### src/dpm_pkg.sv
// constants for the de-pop, dac start-up and pin one configuration bank
package dpm_pkg;
  // clock rate and derived millisecond count
  localparam int CLK_HZ = 125000000;
  localparam int MS_CYC = CLK_HZ / 1000;
  // register indices; byte address is four times the index
  localparam logic [3:0] IDX_DEPOP = 4'h6;
  localparam logic [3:0] IDX_MISC = 4'h7;
  localparam logic [3:0] IDX_PIN = 4'hA;
  localparam logic [3:0] IDX_STATUS = 4'hF;
  localparam int ADR_LSB = 2;
  // reset values
  localparam logic [7:0] RST_DEPOP = 8'h55;
  localparam logic [7:0] RST_MISC = 8'h00;
  localparam logic [7:0] RST_PIN = 8'h32;
  // field positions
  localparam int F_RSER_LSB = 4;
  localparam int F_CHG_LSB = 0;
  localparam int F_DISCH = 7;
  localparam int F_DLY_EN = 6;
  localparam int F_DLY_LEN = 5;
  localparam int F_LOSS_EN = 4;
  localparam int F_FUNC_LSB = 4;
  localparam int F_DRV_LSB = 0;
  // writable masks; reserved bits stay zero
  localparam logic [7:0] WMASK_MISC = 8'hF0;
  localparam logic [7:0] WMASK_PIN = 8'hF7;
  // times in milliseconds and the millisecond counter width
  localparam int LOSS_MS = 2;
  localparam int DLY_SHORT_MS = 64;
  localparam int DLY_LONG_MS = 256;
  localparam int DISCH_MS = 10;
  localparam int MS_W = 13;
  // pin function codes
  typedef enum logic [3:0] {
    FN_OFF = 4'h0, FN_GPI = 4'h1, FN_GPO = 4'h2, FN_IRQ = 4'h3,
    FN_PDM = 4'h4, FN_P_DOUT = 4'h5, FN_P_DOUT2 = 4'h6,
    FN_S_DOUT = 4'h7, FN_S_DOUT2 = 4'h8, FN_S_BCLK = 4'h9,
    FN_S_FSYNC = 4'hA, FN_CLKOUT = 4'hB, FN_MUX_DOUT = 4'hC,
    FN_DAISY = 4'hD
  } dpm_func_t;
  // drive style codes
  typedef enum logic [2:0] {
    DRV_HIZ = 3'h0, DRV_PUSH = 3'h1, DRV_LOW_WEAKH = 3'h2,
    DRV_LOW_ONLY = 3'h3, DRV_WEAKL_HIGH = 3'h4, DRV_HIGH_ONLY = 3'h5
  } dpm_drv_t;
  // dac start-up sequencer states
  typedef enum logic [4:0] {
    ST_IDLE = 5'h01, ST_DISCH = 5'h02, ST_DELAY = 5'h04,
    ST_CHARGE = 5'h08, ST_ON = 5'h10
  } dpm_state_t;
endpackage : dpm_pkg

### src/dpm_loss_if.sv
// link between the bank and its clock-loss watchdog
`timescale 1ns/1ps
interface dpm_loss_if;
  logic enable;
  logic clk_level;
  logic lost;
  modport ctrl (output enable, output clk_level, input lost);
  modport mon (input enable, input clk_level, output lost);
endinterface : dpm_loss_if

### src/dpm_bank.sv
// de-pop, dac start-up and pin one configuration bank with wishbone access
//
// How it works
// - Depop bits 7:4 pick the headphone series resistor, reset code 5.
// - Depop bits 3:0 pick the charging time 2ms..5s, reset code 5.
// - Misc bit 7 adds a capacitor discharge phase to dac start-up.
// - Misc bit 6 delays dac power-up by the selected interval.
// - Misc bit 5 picks a 64ms (0) or 256ms (1) power-up delay.
// - Misc bit 4 enables hard reset after 2ms without the selected clock.
// - Pin bits 7:4 pick the pin function, reset code 3.
// - Function codes 5..13 route serial port signals, 14 and 15 reserved.
// - Pin bits 2:0 pick the drive style, reset code 2.
// - Drive style is ignored when a serial data output is selected.
//
// Decided for this implementation: the Wishbone interface to the registers.
`timescale 1ns/1ps
module dpm_bank #(
  parameter int TICK_CYC = dpm_pkg::MS_CYC,
  parameter int LOSS_CYC = dpm_pkg::LOSS_MS * dpm_pkg::MS_CYC,
  parameter int DISCH_MS = dpm_pkg::DISCH_MS
) (
  // clock and reset
  input wire logic MCLK,
  input wire logic NRST,
  // wishbone slave
  input wire logic CYC_I,
  input wire logic STB_I,
  input wire logic WE_I,
  input wire logic [5:0] ADR_I,
  input wire logic [3:0] SEL_I,
  input wire logic [31:0] DAT_I,
  output logic [31:0] DAT_O,
  output logic ACK_O,
  // dac start-up and clock watch
  input wire logic DAC_PWR_REQ,
  input wire logic SEL_CLK,
  output logic DAC_DISCHARGE,
  output logic HP_CHARGING,
  output logic DAC_PWR_ON,
  output logic HARD_RST_OUT,
  output logic [3:0] HP_RSER_SEL,
  // pin one sources
  input wire logic GPO_VAL,
  input wire logic IRQ_SRC,
  input wire logic PDM_CLK_SRC,
  input wire logic [8:0] SER_SRC,
  // pin one pad
  input wire logic PIN_I,
  output logic PIN_O,
  output logic PIN_OE,
  output logic PIN_PU,
  output logic PIN_PD
);
  localparam int TW = $clog2(TICK_CYC + 1);
  localparam logic [TW-1:0] TICK_LAST = TW'(TICK_CYC - 1);
  localparam int MW = dpm_pkg::MS_W;

  if (TICK_CYC < 1 || DISCH_MS < 1 || DISCH_MS > 5000) begin : g_chk
    $error("dpm_bank: TICK_CYC or DISCH_MS out of range");
  end

  logic [7:0] depop_r;
  logic [7:0] misc_r;
  logic [7:0] pin_r;
  logic ack_r;
  logic [31:0] dat_r;
  logic [7:0] rd_nxt;
  logic bus_req;
  logic [3:0] idx;
  logic [TW-1:0] div_r;
  logic tick;
  logic [MW-1:0] ms_r;
  logic [MW-1:0] chg_ms;
  logic [MW-1:0] dly_ms;
  dpm_pkg::dpm_state_t st_r;
  dpm_pkg::dpm_state_t st_nxt;
  logic [MW-1:0] ms_nxt;
  logic gpi_r;
  logic hard_r;
  logic pin_o_nxt, pin_oe_nxt, pin_pu_nxt, pin_pd_nxt;
  dpm_pkg::dpm_func_t func;
  dpm_pkg::dpm_drv_t drv;

  dpm_loss_if loss ();

  assign bus_req = CYC_I && STB_I && !ack_r;
  assign idx = ADR_I[5:dpm_pkg::ADR_LSB];
  assign func = dpm_pkg::dpm_func_t'(pin_r[dpm_pkg::F_FUNC_LSB +: 4]);
  assign drv = dpm_pkg::dpm_drv_t'(pin_r[dpm_pkg::F_DRV_LSB +: 3]);

  // register writes on the low byte lane
  always_ff @(posedge MCLK) begin
    if (!NRST) begin
      depop_r <= dpm_pkg::RST_DEPOP;
      misc_r <= dpm_pkg::RST_MISC;
      pin_r <= dpm_pkg::RST_PIN;
    end else if (bus_req && WE_I && SEL_I[0]) begin
      if (idx == dpm_pkg::IDX_DEPOP) begin
        depop_r <= DAT_I[7:0];
      end else if (idx == dpm_pkg::IDX_MISC) begin
        misc_r <= DAT_I[7:0] & dpm_pkg::WMASK_MISC;
      end else if (idx == dpm_pkg::IDX_PIN) begin
        pin_r <= DAT_I[7:0] & dpm_pkg::WMASK_PIN;
      end
    end
  end

  // read mux; unmapped indices read zero
  always_comb begin
    if (idx == dpm_pkg::IDX_DEPOP) begin
      rd_nxt = depop_r;
    end else if (idx == dpm_pkg::IDX_MISC) begin
      rd_nxt = misc_r;
    end else if (idx == dpm_pkg::IDX_PIN) begin
      rd_nxt = pin_r;
    end else if (idx == dpm_pkg::IDX_STATUS) begin
      rd_nxt = {hard_r, gpi_r, 1'b0, st_r};
    end else begin
      rd_nxt = 8'h00;
    end
  end

  // one-cycle acknowledge with registered read data
  always_ff @(posedge MCLK) begin
    if (!NRST) begin
      ack_r <= 1'b0;
      dat_r <= 32'h00000000;
    end else begin
      ack_r <= bus_req;
      if (bus_req && !WE_I) begin
        dat_r <= {24'h000000, rd_nxt};
      end
    end
  end

  // millisecond tick divider
  always_ff @(posedge MCLK) begin
    if (!NRST || st_r == dpm_pkg::ST_IDLE || div_r == TICK_LAST) begin
      div_r <= '0;
    end else begin
      div_r <= div_r + TW'(1);
    end
  end
  assign tick = div_r == TICK_LAST;

  // charging time in ms; reserved codes take the longest
  always_comb begin
    case (depop_r[dpm_pkg::F_CHG_LSB +: 4])
      4'h0: chg_ms = MW'(2);
      4'h1: chg_ms = MW'(4);
      4'h2: chg_ms = MW'(8);
      4'h3: chg_ms = MW'(16);
      4'h4: chg_ms = MW'(50);
      4'h5: chg_ms = MW'(100);
      4'h6: chg_ms = MW'(250);
      4'h7: chg_ms = MW'(500);
      4'h8: chg_ms = MW'(1000);
      default: chg_ms = MW'(5000);
    endcase
  end

  // power-up delay length
  assign dly_ms = misc_r[dpm_pkg::F_DLY_LEN] ?
    MW'(dpm_pkg::DLY_LONG_MS) : MW'(dpm_pkg::DLY_SHORT_MS);

  // dac start-up sequencer next state
  always_comb begin
    st_nxt = st_r;
    ms_nxt = ms_r;
    if (tick && ms_r != '0) begin
      ms_nxt = ms_r - MW'(1);
    end
    case (st_r)
      dpm_pkg::ST_IDLE: begin
        if (DAC_PWR_REQ) begin
          if (misc_r[dpm_pkg::F_DISCH]) begin
            st_nxt = dpm_pkg::ST_DISCH;
            ms_nxt = MW'(DISCH_MS);
          end else if (misc_r[dpm_pkg::F_DLY_EN]) begin
            st_nxt = dpm_pkg::ST_DELAY;
            ms_nxt = dly_ms;
          end else begin
            st_nxt = dpm_pkg::ST_CHARGE;
            ms_nxt = chg_ms;
          end
        end
      end
      dpm_pkg::ST_DISCH: begin
        if (tick && ms_r == MW'(1)) begin
          if (misc_r[dpm_pkg::F_DLY_EN]) begin
            st_nxt = dpm_pkg::ST_DELAY;
            ms_nxt = dly_ms;
          end else begin
            st_nxt = dpm_pkg::ST_CHARGE;
            ms_nxt = chg_ms;
          end
        end
      end
      dpm_pkg::ST_DELAY: begin
        if (tick && ms_r == MW'(1)) begin
          st_nxt = dpm_pkg::ST_CHARGE;
          ms_nxt = chg_ms;
        end
      end
      dpm_pkg::ST_CHARGE: begin
        if (tick && ms_r == MW'(1)) begin
          st_nxt = dpm_pkg::ST_ON;
        end
      end
      dpm_pkg::ST_ON: begin
        st_nxt = dpm_pkg::ST_ON;
      end
      default: begin
        st_nxt = dpm_pkg::ST_IDLE;
      end
    endcase
    if (!DAC_PWR_REQ || hard_r) begin
      st_nxt = dpm_pkg::ST_IDLE;
      ms_nxt = '0;
    end
  end

  // sequencer state and outputs
  always_ff @(posedge MCLK) begin
    if (!NRST) begin
      st_r <= dpm_pkg::ST_IDLE;
      ms_r <= '0;
      DAC_DISCHARGE <= 1'b0;
      HP_CHARGING <= 1'b0;
      DAC_PWR_ON <= 1'b0;
    end else begin
      st_r <= st_nxt;
      ms_r <= ms_nxt;
      DAC_DISCHARGE <= st_nxt == dpm_pkg::ST_DISCH;
      HP_CHARGING <= st_nxt == dpm_pkg::ST_CHARGE;
      DAC_PWR_ON <= st_nxt == dpm_pkg::ST_ON;
    end
  end

  // resistor select follows the register
  always_ff @(posedge MCLK) begin
    if (!NRST) begin
      HP_RSER_SEL <= dpm_pkg::RST_DEPOP[dpm_pkg::F_RSER_LSB +: 4];
    end else begin
      HP_RSER_SEL <= depop_r[dpm_pkg::F_RSER_LSB +: 4];
    end
  end

  // clock watchdog
  assign loss.enable = misc_r[dpm_pkg::F_LOSS_EN];
  assign loss.clk_level = SEL_CLK;
  dpm_clk_watch #(
    .LOSS_CYC(LOSS_CYC)
  ) u_watch (
    .MCLK(MCLK),
    .NRST(NRST),
    .lnk(loss.mon)
  );

  // hard reset output
  always_ff @(posedge MCLK) begin
    if (!NRST) begin
      hard_r <= 1'b0;
      HARD_RST_OUT <= 1'b0;
    end else begin
      hard_r <= loss.lost;
      HARD_RST_OUT <= loss.lost;
    end
  end

  // pin value and drive style
  always_comb begin
    pin_o_nxt = 1'b0;
    pin_oe_nxt = 1'b0;
    pin_pu_nxt = 1'b0;
    pin_pd_nxt = 1'b0;
    case (func)
      dpm_pkg::FN_GPO: pin_o_nxt = GPO_VAL;
      dpm_pkg::FN_IRQ: pin_o_nxt = IRQ_SRC;
      dpm_pkg::FN_PDM: pin_o_nxt = PDM_CLK_SRC;
      dpm_pkg::FN_P_DOUT: pin_o_nxt = SER_SRC[0];
      dpm_pkg::FN_P_DOUT2: pin_o_nxt = SER_SRC[1];
      dpm_pkg::FN_S_DOUT: pin_o_nxt = SER_SRC[2];
      dpm_pkg::FN_S_DOUT2: pin_o_nxt = SER_SRC[3];
      dpm_pkg::FN_S_BCLK: pin_o_nxt = SER_SRC[4];
      dpm_pkg::FN_S_FSYNC: pin_o_nxt = SER_SRC[5];
      dpm_pkg::FN_CLKOUT: pin_o_nxt = SER_SRC[6];
      dpm_pkg::FN_MUX_DOUT: pin_o_nxt = SER_SRC[7];
      dpm_pkg::FN_DAISY: pin_o_nxt = SER_SRC[8];
      default: pin_o_nxt = 1'b0;
    endcase
    if (func == dpm_pkg::FN_P_DOUT || func == dpm_pkg::FN_P_DOUT2 ||
        func == dpm_pkg::FN_S_DOUT || func == dpm_pkg::FN_S_DOUT2 ||
        func == dpm_pkg::FN_MUX_DOUT || func == dpm_pkg::FN_DAISY) begin
      pin_oe_nxt = 1'b1;
    end else if (func >= dpm_pkg::FN_GPO && func <= dpm_pkg::FN_DAISY) begin
      case (drv)
        dpm_pkg::DRV_PUSH: pin_oe_nxt = 1'b1;
        dpm_pkg::DRV_LOW_WEAKH: begin
          pin_oe_nxt = !pin_o_nxt;
          pin_pu_nxt = pin_o_nxt;
        end
        dpm_pkg::DRV_LOW_ONLY: pin_oe_nxt = !pin_o_nxt;
        dpm_pkg::DRV_WEAKL_HIGH: begin
          pin_oe_nxt = pin_o_nxt;
          pin_pd_nxt = !pin_o_nxt;
        end
        dpm_pkg::DRV_HIGH_ONLY: pin_oe_nxt = pin_o_nxt;
        default: pin_oe_nxt = 1'b0;
      endcase
    end
  end

  // pad registers and input capture
  always_ff @(posedge MCLK) begin
    if (!NRST) begin
      PIN_O <= 1'b0;
      PIN_OE <= 1'b0;
      PIN_PU <= 1'b0;
      PIN_PD <= 1'b0;
      gpi_r <= 1'b0;
    end else begin
      PIN_O <= pin_o_nxt;
      PIN_OE <= pin_oe_nxt;
      PIN_PU <= pin_pu_nxt;
      PIN_PD <= pin_pd_nxt;
      gpi_r <= func == dpm_pkg::FN_GPI ? PIN_I : 1'b0;
    end
  end

  assign DAT_O = dat_r;
  assign ACK_O = ack_r;
endmodule : dpm_bank

### src/dpm_clk_watch.sv
// watchdog that flags a selected clock absent for a whole interval
`timescale 1ns/1ps
module dpm_clk_watch #(
  parameter int LOSS_CYC = dpm_pkg::LOSS_MS * dpm_pkg::MS_CYC
) (
  // clock and reset
  input wire logic MCLK,
  input wire logic NRST,
  // watched clock and verdict
  dpm_loss_if.mon lnk
);
  localparam int CW = $clog2(LOSS_CYC + 1);
  localparam logic [CW-1:0] LIMIT = CW'(LOSS_CYC);

  if (LOSS_CYC < 2) begin : g_chk
    $error("dpm_clk_watch: LOSS_CYC must be at least 2");
  end

  logic prev_r;
  logic [CW-1:0] cnt_r;
  logic lost_r;
  logic edge_seen;

  assign edge_seen = lnk.clk_level != prev_r;

  // previous level for edge detection
  always_ff @(posedge MCLK) begin
    if (!NRST) begin
      prev_r <= 1'b0;
    end else begin
      prev_r <= lnk.clk_level;
    end
  end

  // absence counter, restarted by any edge
  always_ff @(posedge MCLK) begin
    if (!NRST || !lnk.enable || edge_seen) begin
      cnt_r <= '0;
    end else if (cnt_r != LIMIT) begin
      cnt_r <= cnt_r + CW'(1);
    end
  end

  // verdict holds while the absence lasts
  always_ff @(posedge MCLK) begin
    if (!NRST) begin
      lost_r <= 1'b0;
    end else begin
      lost_r <= lnk.enable && !edge_seen && cnt_r == LIMIT;
    end
  end

  assign lnk.lost = lost_r;
endmodule : dpm_clk_watch

### config.mk
export PLATFORM = sky130hd
export DESIGN_NAME = dpm_bank
export DESIGN_NICKNAME = d
export VERILOG_FILES = /design/src/dpm_pkg.sv /design/src/dpm_loss_if.sv /design/src/dpm_bank.sv /design/src/dpm_clk_watch.sv
export SDC_FILE = /design/constraint.sdc
export NUM_CORES = 1
export LEC_CHECK = 0
export ABC_AREA = 1
export BUFFER_PORTS_ARGS = -buffer_cell sky130_fd_sc_hd__buf_2
export CORE_ASPECT_RATIO = 0.75
export CORE_MARGIN = 1.5
export CORE_UTILIZATION = 50
export DETAILED_ROUTE_END_ITERATION = 10
export HOLD_SLACK_MARGIN = 0.12
export PLACE_DENSITY = 0.85
export RECOVER_POWER = 100
export SYNTH_ARGS = -nofsm -noshare
export SYNTH_HDL_FRONTEND = slang
export SYNTH_SLANG_ARGS = --single-unit
export TNS_END_PERCENT = 100
### constraint.sdc
create_clock -name MCLK -period 4.45 [get_ports MCLK]
set_input_delay 0.6675 -clock MCLK [delete_from_list [all_inputs] [get_ports MCLK]]
set_output_delay 0.6675 -clock MCLK [all_outputs]
set_load 0.01 [all_outputs]
==> flow_summary.json <==
{
  "vias": 4940,
  "synth_cell_types": 45,
  "grt_pass1_vias": 4126,
  "max_stage_delay_ns": 0.57,
  "remaining_drc_errors": 0,
  "cts_tree": "built",
  "fillCellCount": 992,
  "cts.sinks": 106,
  "path_common_cell": "inv_1",
  "worst_slack_ns": 1.72,
  "grt_pass1_wl_microns": 18800,
  "synthSimpleGateAreaFrac_pct": 31.6,
  "slowest_stage": "nor2_1",
  "critical-path-top-delay-family": "simple AND/OR/NAND/NOR gates",
  "core_sq_mm": 0.0103,
  "io_buffer_count": 53,
  "grt_max_degree": 36,
  "synth-xor-area-share_pct": 1.64,
  "crit_start": "STB_I",
  "via_per_inst": 5.26,
  "rows": 32,
  "reg2reg_slack_ns": 1.81,
  "nets": 868,
  "synth_common_cells": "nand2_1 (126), dfxtp_1 (106), inv_1 (101)",
  "antenna_found_initial": 0,
  "ant_nets": 0,
  "io_pins": 107,
  "synth-warning-count": 0,
  "synth_top_area_share_pct": 39.7,
  "synthCells": 745,
  "post_cts_buffers": 0,
  "finalInstanceArea_sq_mm": 0.00582,
  "multi_input_area_sq_mm": 0.00257,
  "rr_endpoint": "chg_ms[12]",
  "dr.pass1.iters": 6,
  "slew_viol_final": 0,
  "overflow": 0,
  "globalplace.congestion": 0.921,
  "regArea_sq_mm": 0.00212,
  "cp-endpoint": "chg_ms[12]",
  "synthMuxAreaShare_pct": 0,
  "place_ws_ns": 1.93,
  "root_buffer": "clkbuf_16",
  "final_util_pct": 56.4,
  "yosysTopAreaCell": "dfxtp_1",
  "hp-class": "register to register",
  "cap_violations": 0,
  "hp-start": "u_watch.lnk.lost",
  "synthArstFlopShare_pct": 0,
  "whs_path_depth": 2,
  "ctsLongestPathBuffers": 2,
  "setup_viol": 0,
  "leakage_uw": 0.00242,
  "drtIter0Drc": 376,
  "hold_ws_ns": 0.427,
  "wl_per_cell_microns": 12.4,
  "synth-main-ff-cell": "dfxtp_1",
  "synthAdderAreaFrac_pct": 1.64,
  "die_w_microns": 122,
  "r2r-start": "ACK_O",
  "path_clk_slew_ns": 0.07,
  "cts_buffers": 9,
  "fin_tns_setup_ns": 0,
  "cp_num_cells": 10,
  "fin_crit_sh_pct": 61.4,
  "layout-drive-gt1-share_pct": 9.33,
  "rsz0062_at_grt": "no",
  "die_area_sq_mm": 0.0113,
  "startpoint_type": "input pin",
  "diodes": 0,
  "ctsHoldBuffers": 0,
  "synth-edff-count": 0,
  "clk_latency_ns": 0.35,
  "worstSetupEndpointType": "register",
  "finalHoldViolCount": 0,
  "fin_skew_ns": 0.00784,
  "path_cells": "buf_2 -> inv_1 -> nor2_1 -> nand4_1 -> nor2_1 -> inv_1 -> o21ai_0 -> nand2_1 -> o21ai_0 -> inv_1",
  "grtUsageTotal_pct": 20.8,
  "wl_microns": 11700,
  "path_buf_inv": 4,
  "fp.dieH_microns": 92.5,
  "ir_worst_vdd_uv": 192,
  "synth_compound_area_share_pct": 13.5,
  "reg2reg_depth": 8,
  "fin_crit_ns": 2.73,
  "yosysSeqAreaShare_pct": 39.7,
  "area_delta_synth_final_pct": 8.97,
  "synth_most_common_cell": "nand2_1",
  "worstMarginPinSlew_ns": 1.08,
  "cts_resized": 0,
  "cp.required_ns": 4.70,
  "ys_seq_elements": 106,
  "avgSynthCellArea_sq_um": 7.17,
  "synthTopCellsByArea": "dfxtp_1 (40%), nand2_1 (8.8%), inv_1 (7.1%)",
  "pwr_density_cell_mw_per_mm2": 329,
  "ctsHtreeMaxLevel": 3,
  "syn_area_sq_mm": 0.00535,
  "critPathMaxFanout": 9,
  "arrival_ns": 2.98,
  "fmaxAchievable_mhz": 366,
  "dpl_cell_area_sq_mm": 0.00564,
  "dp_hpwl_microns": 8760,
  "status": "complete, no violations",
  "start_util_pct": 51.7,
  "synth_top_family_by_area": "simple AND/OR/NAND/NOR gates",
  "critPathKind": "input pin to register",
  "slew_headroom_pct": 27.9
}
-- per-layer routing --
metal	wire length [microns]	up-vias	track usage [%]
li1	-	2513	-
met1	5710	2222	29.8
met2	4790	179	30.6
met3	1010	26	5.91
met4	193	0	5.04
met5	0	-	0
-- kinds of logic after synthesis --
family	after synthesis
other	1
AOI/OAI and AO/OA	127
buffers and inverters	141
DFF	106
adders and majority gates	7
and+or+nand+nor	353
xor gates and xnor gates	10
-- report_power, final --
| group | leakage (uW) | total, uW | internal [uW] | switching, uW |
|---|---|---|---|---|
| clock network | 0.000151 | 824 | 459 | 365 |
| logic | 0.00141 | 125 | 39.4 | 85.5 |
| registers | 0.000857 | 967 | 959 | 7.29 |
| total | 0.00242 | 1920 | 1460 | 458 |
-- final cells by class --
cell class / count / area share, %
multi-input combinational: 521 / 44.2
sequential: 106 / 36.4
inverter: 107 / 6.92
timing repair buffer: 54 / 4.23
clock buffer: 10 / 4.10
tap: 136 / 2.92
clock inverter: 6 / 1.22
-- worst min path at each step --
| stage | to | slack (ns) |
|---|---|---|
| 2_1_floorplan | hard_r | 0.39 |
| 5_1_grt | hard_r | 0.45 |
| 3_3_place_gp | hard_r | 0.40 |
| 3_5_place_dp | hard_r | 0.41 |
| 4_1_cts | hard_r | 0.43 |
| 6_report | hard_r | 0.43 |
-- cells in the final DEF, fill, tap and decap left out, drive strengths merged, types with 3 or more instances in the layout --
| cell type | netlist | final |
|---|---|---|
| xor2 | 9 | 9 |
| a21oi | 36 | 36 |
| o211ai | 6 | 6 |
| or2 | 3 | 3 |
| ha | 7 | 7 |
| buf | 31 | 33 |
| o21a | 5 | 5 |
| a31oi | 8 | 8 |
| nor2 | 101 | 101 |
| nor4 | 4 | 4 |
| clkbuf | 3 | 31 |
| dfxtp | 106 | 106 |
| inv | 106 | 109 |
| nand2 | 129 | 129 |
| a211oi | 3 | 3 |
| conb | 1 | 24 |
| nand4 | 23 | 23 |
| o22ai | 5 | 5 |
| nor3 | 22 | 22 |
| o21ai | 59 | 59 |
| nand3 | 66 | 66 |
-- state kept, by name, indices dropped and copies added (netlist names), 4 cells and up --
register       cells
st_r               5
div_r             17
pin_r              7
depop_r            8
HP_RSER_SEL        4
misc_r             4
u_watch.cnt_r     18
chg_ms            10
DAT_O              8
ms_r              13
-- metrics by stage --
| step | power [uW] | instances |
|---|---|---|
| floorplan | 1090 | 768 |
| global placement | 1110 | 924 |
| detailed placement | 1120 | 924 |
| CTS | 1930 | 940 |
| global route | 1980 | 940 |
| finish | 1920 | 940 |
-- worst reg2reg max path, stage by stage (launching register included) --
cell     delay (ns)
dfxtp_1        0.32
nor2_1         0.15
nand4_1        0.28
nor2_1         0.57
inv_1          0.30
o21ai_0        0.57
nand2_1        0.13
o21ai_0        0.19
inv_1          0.05
(Power assumes the default switching activity.)
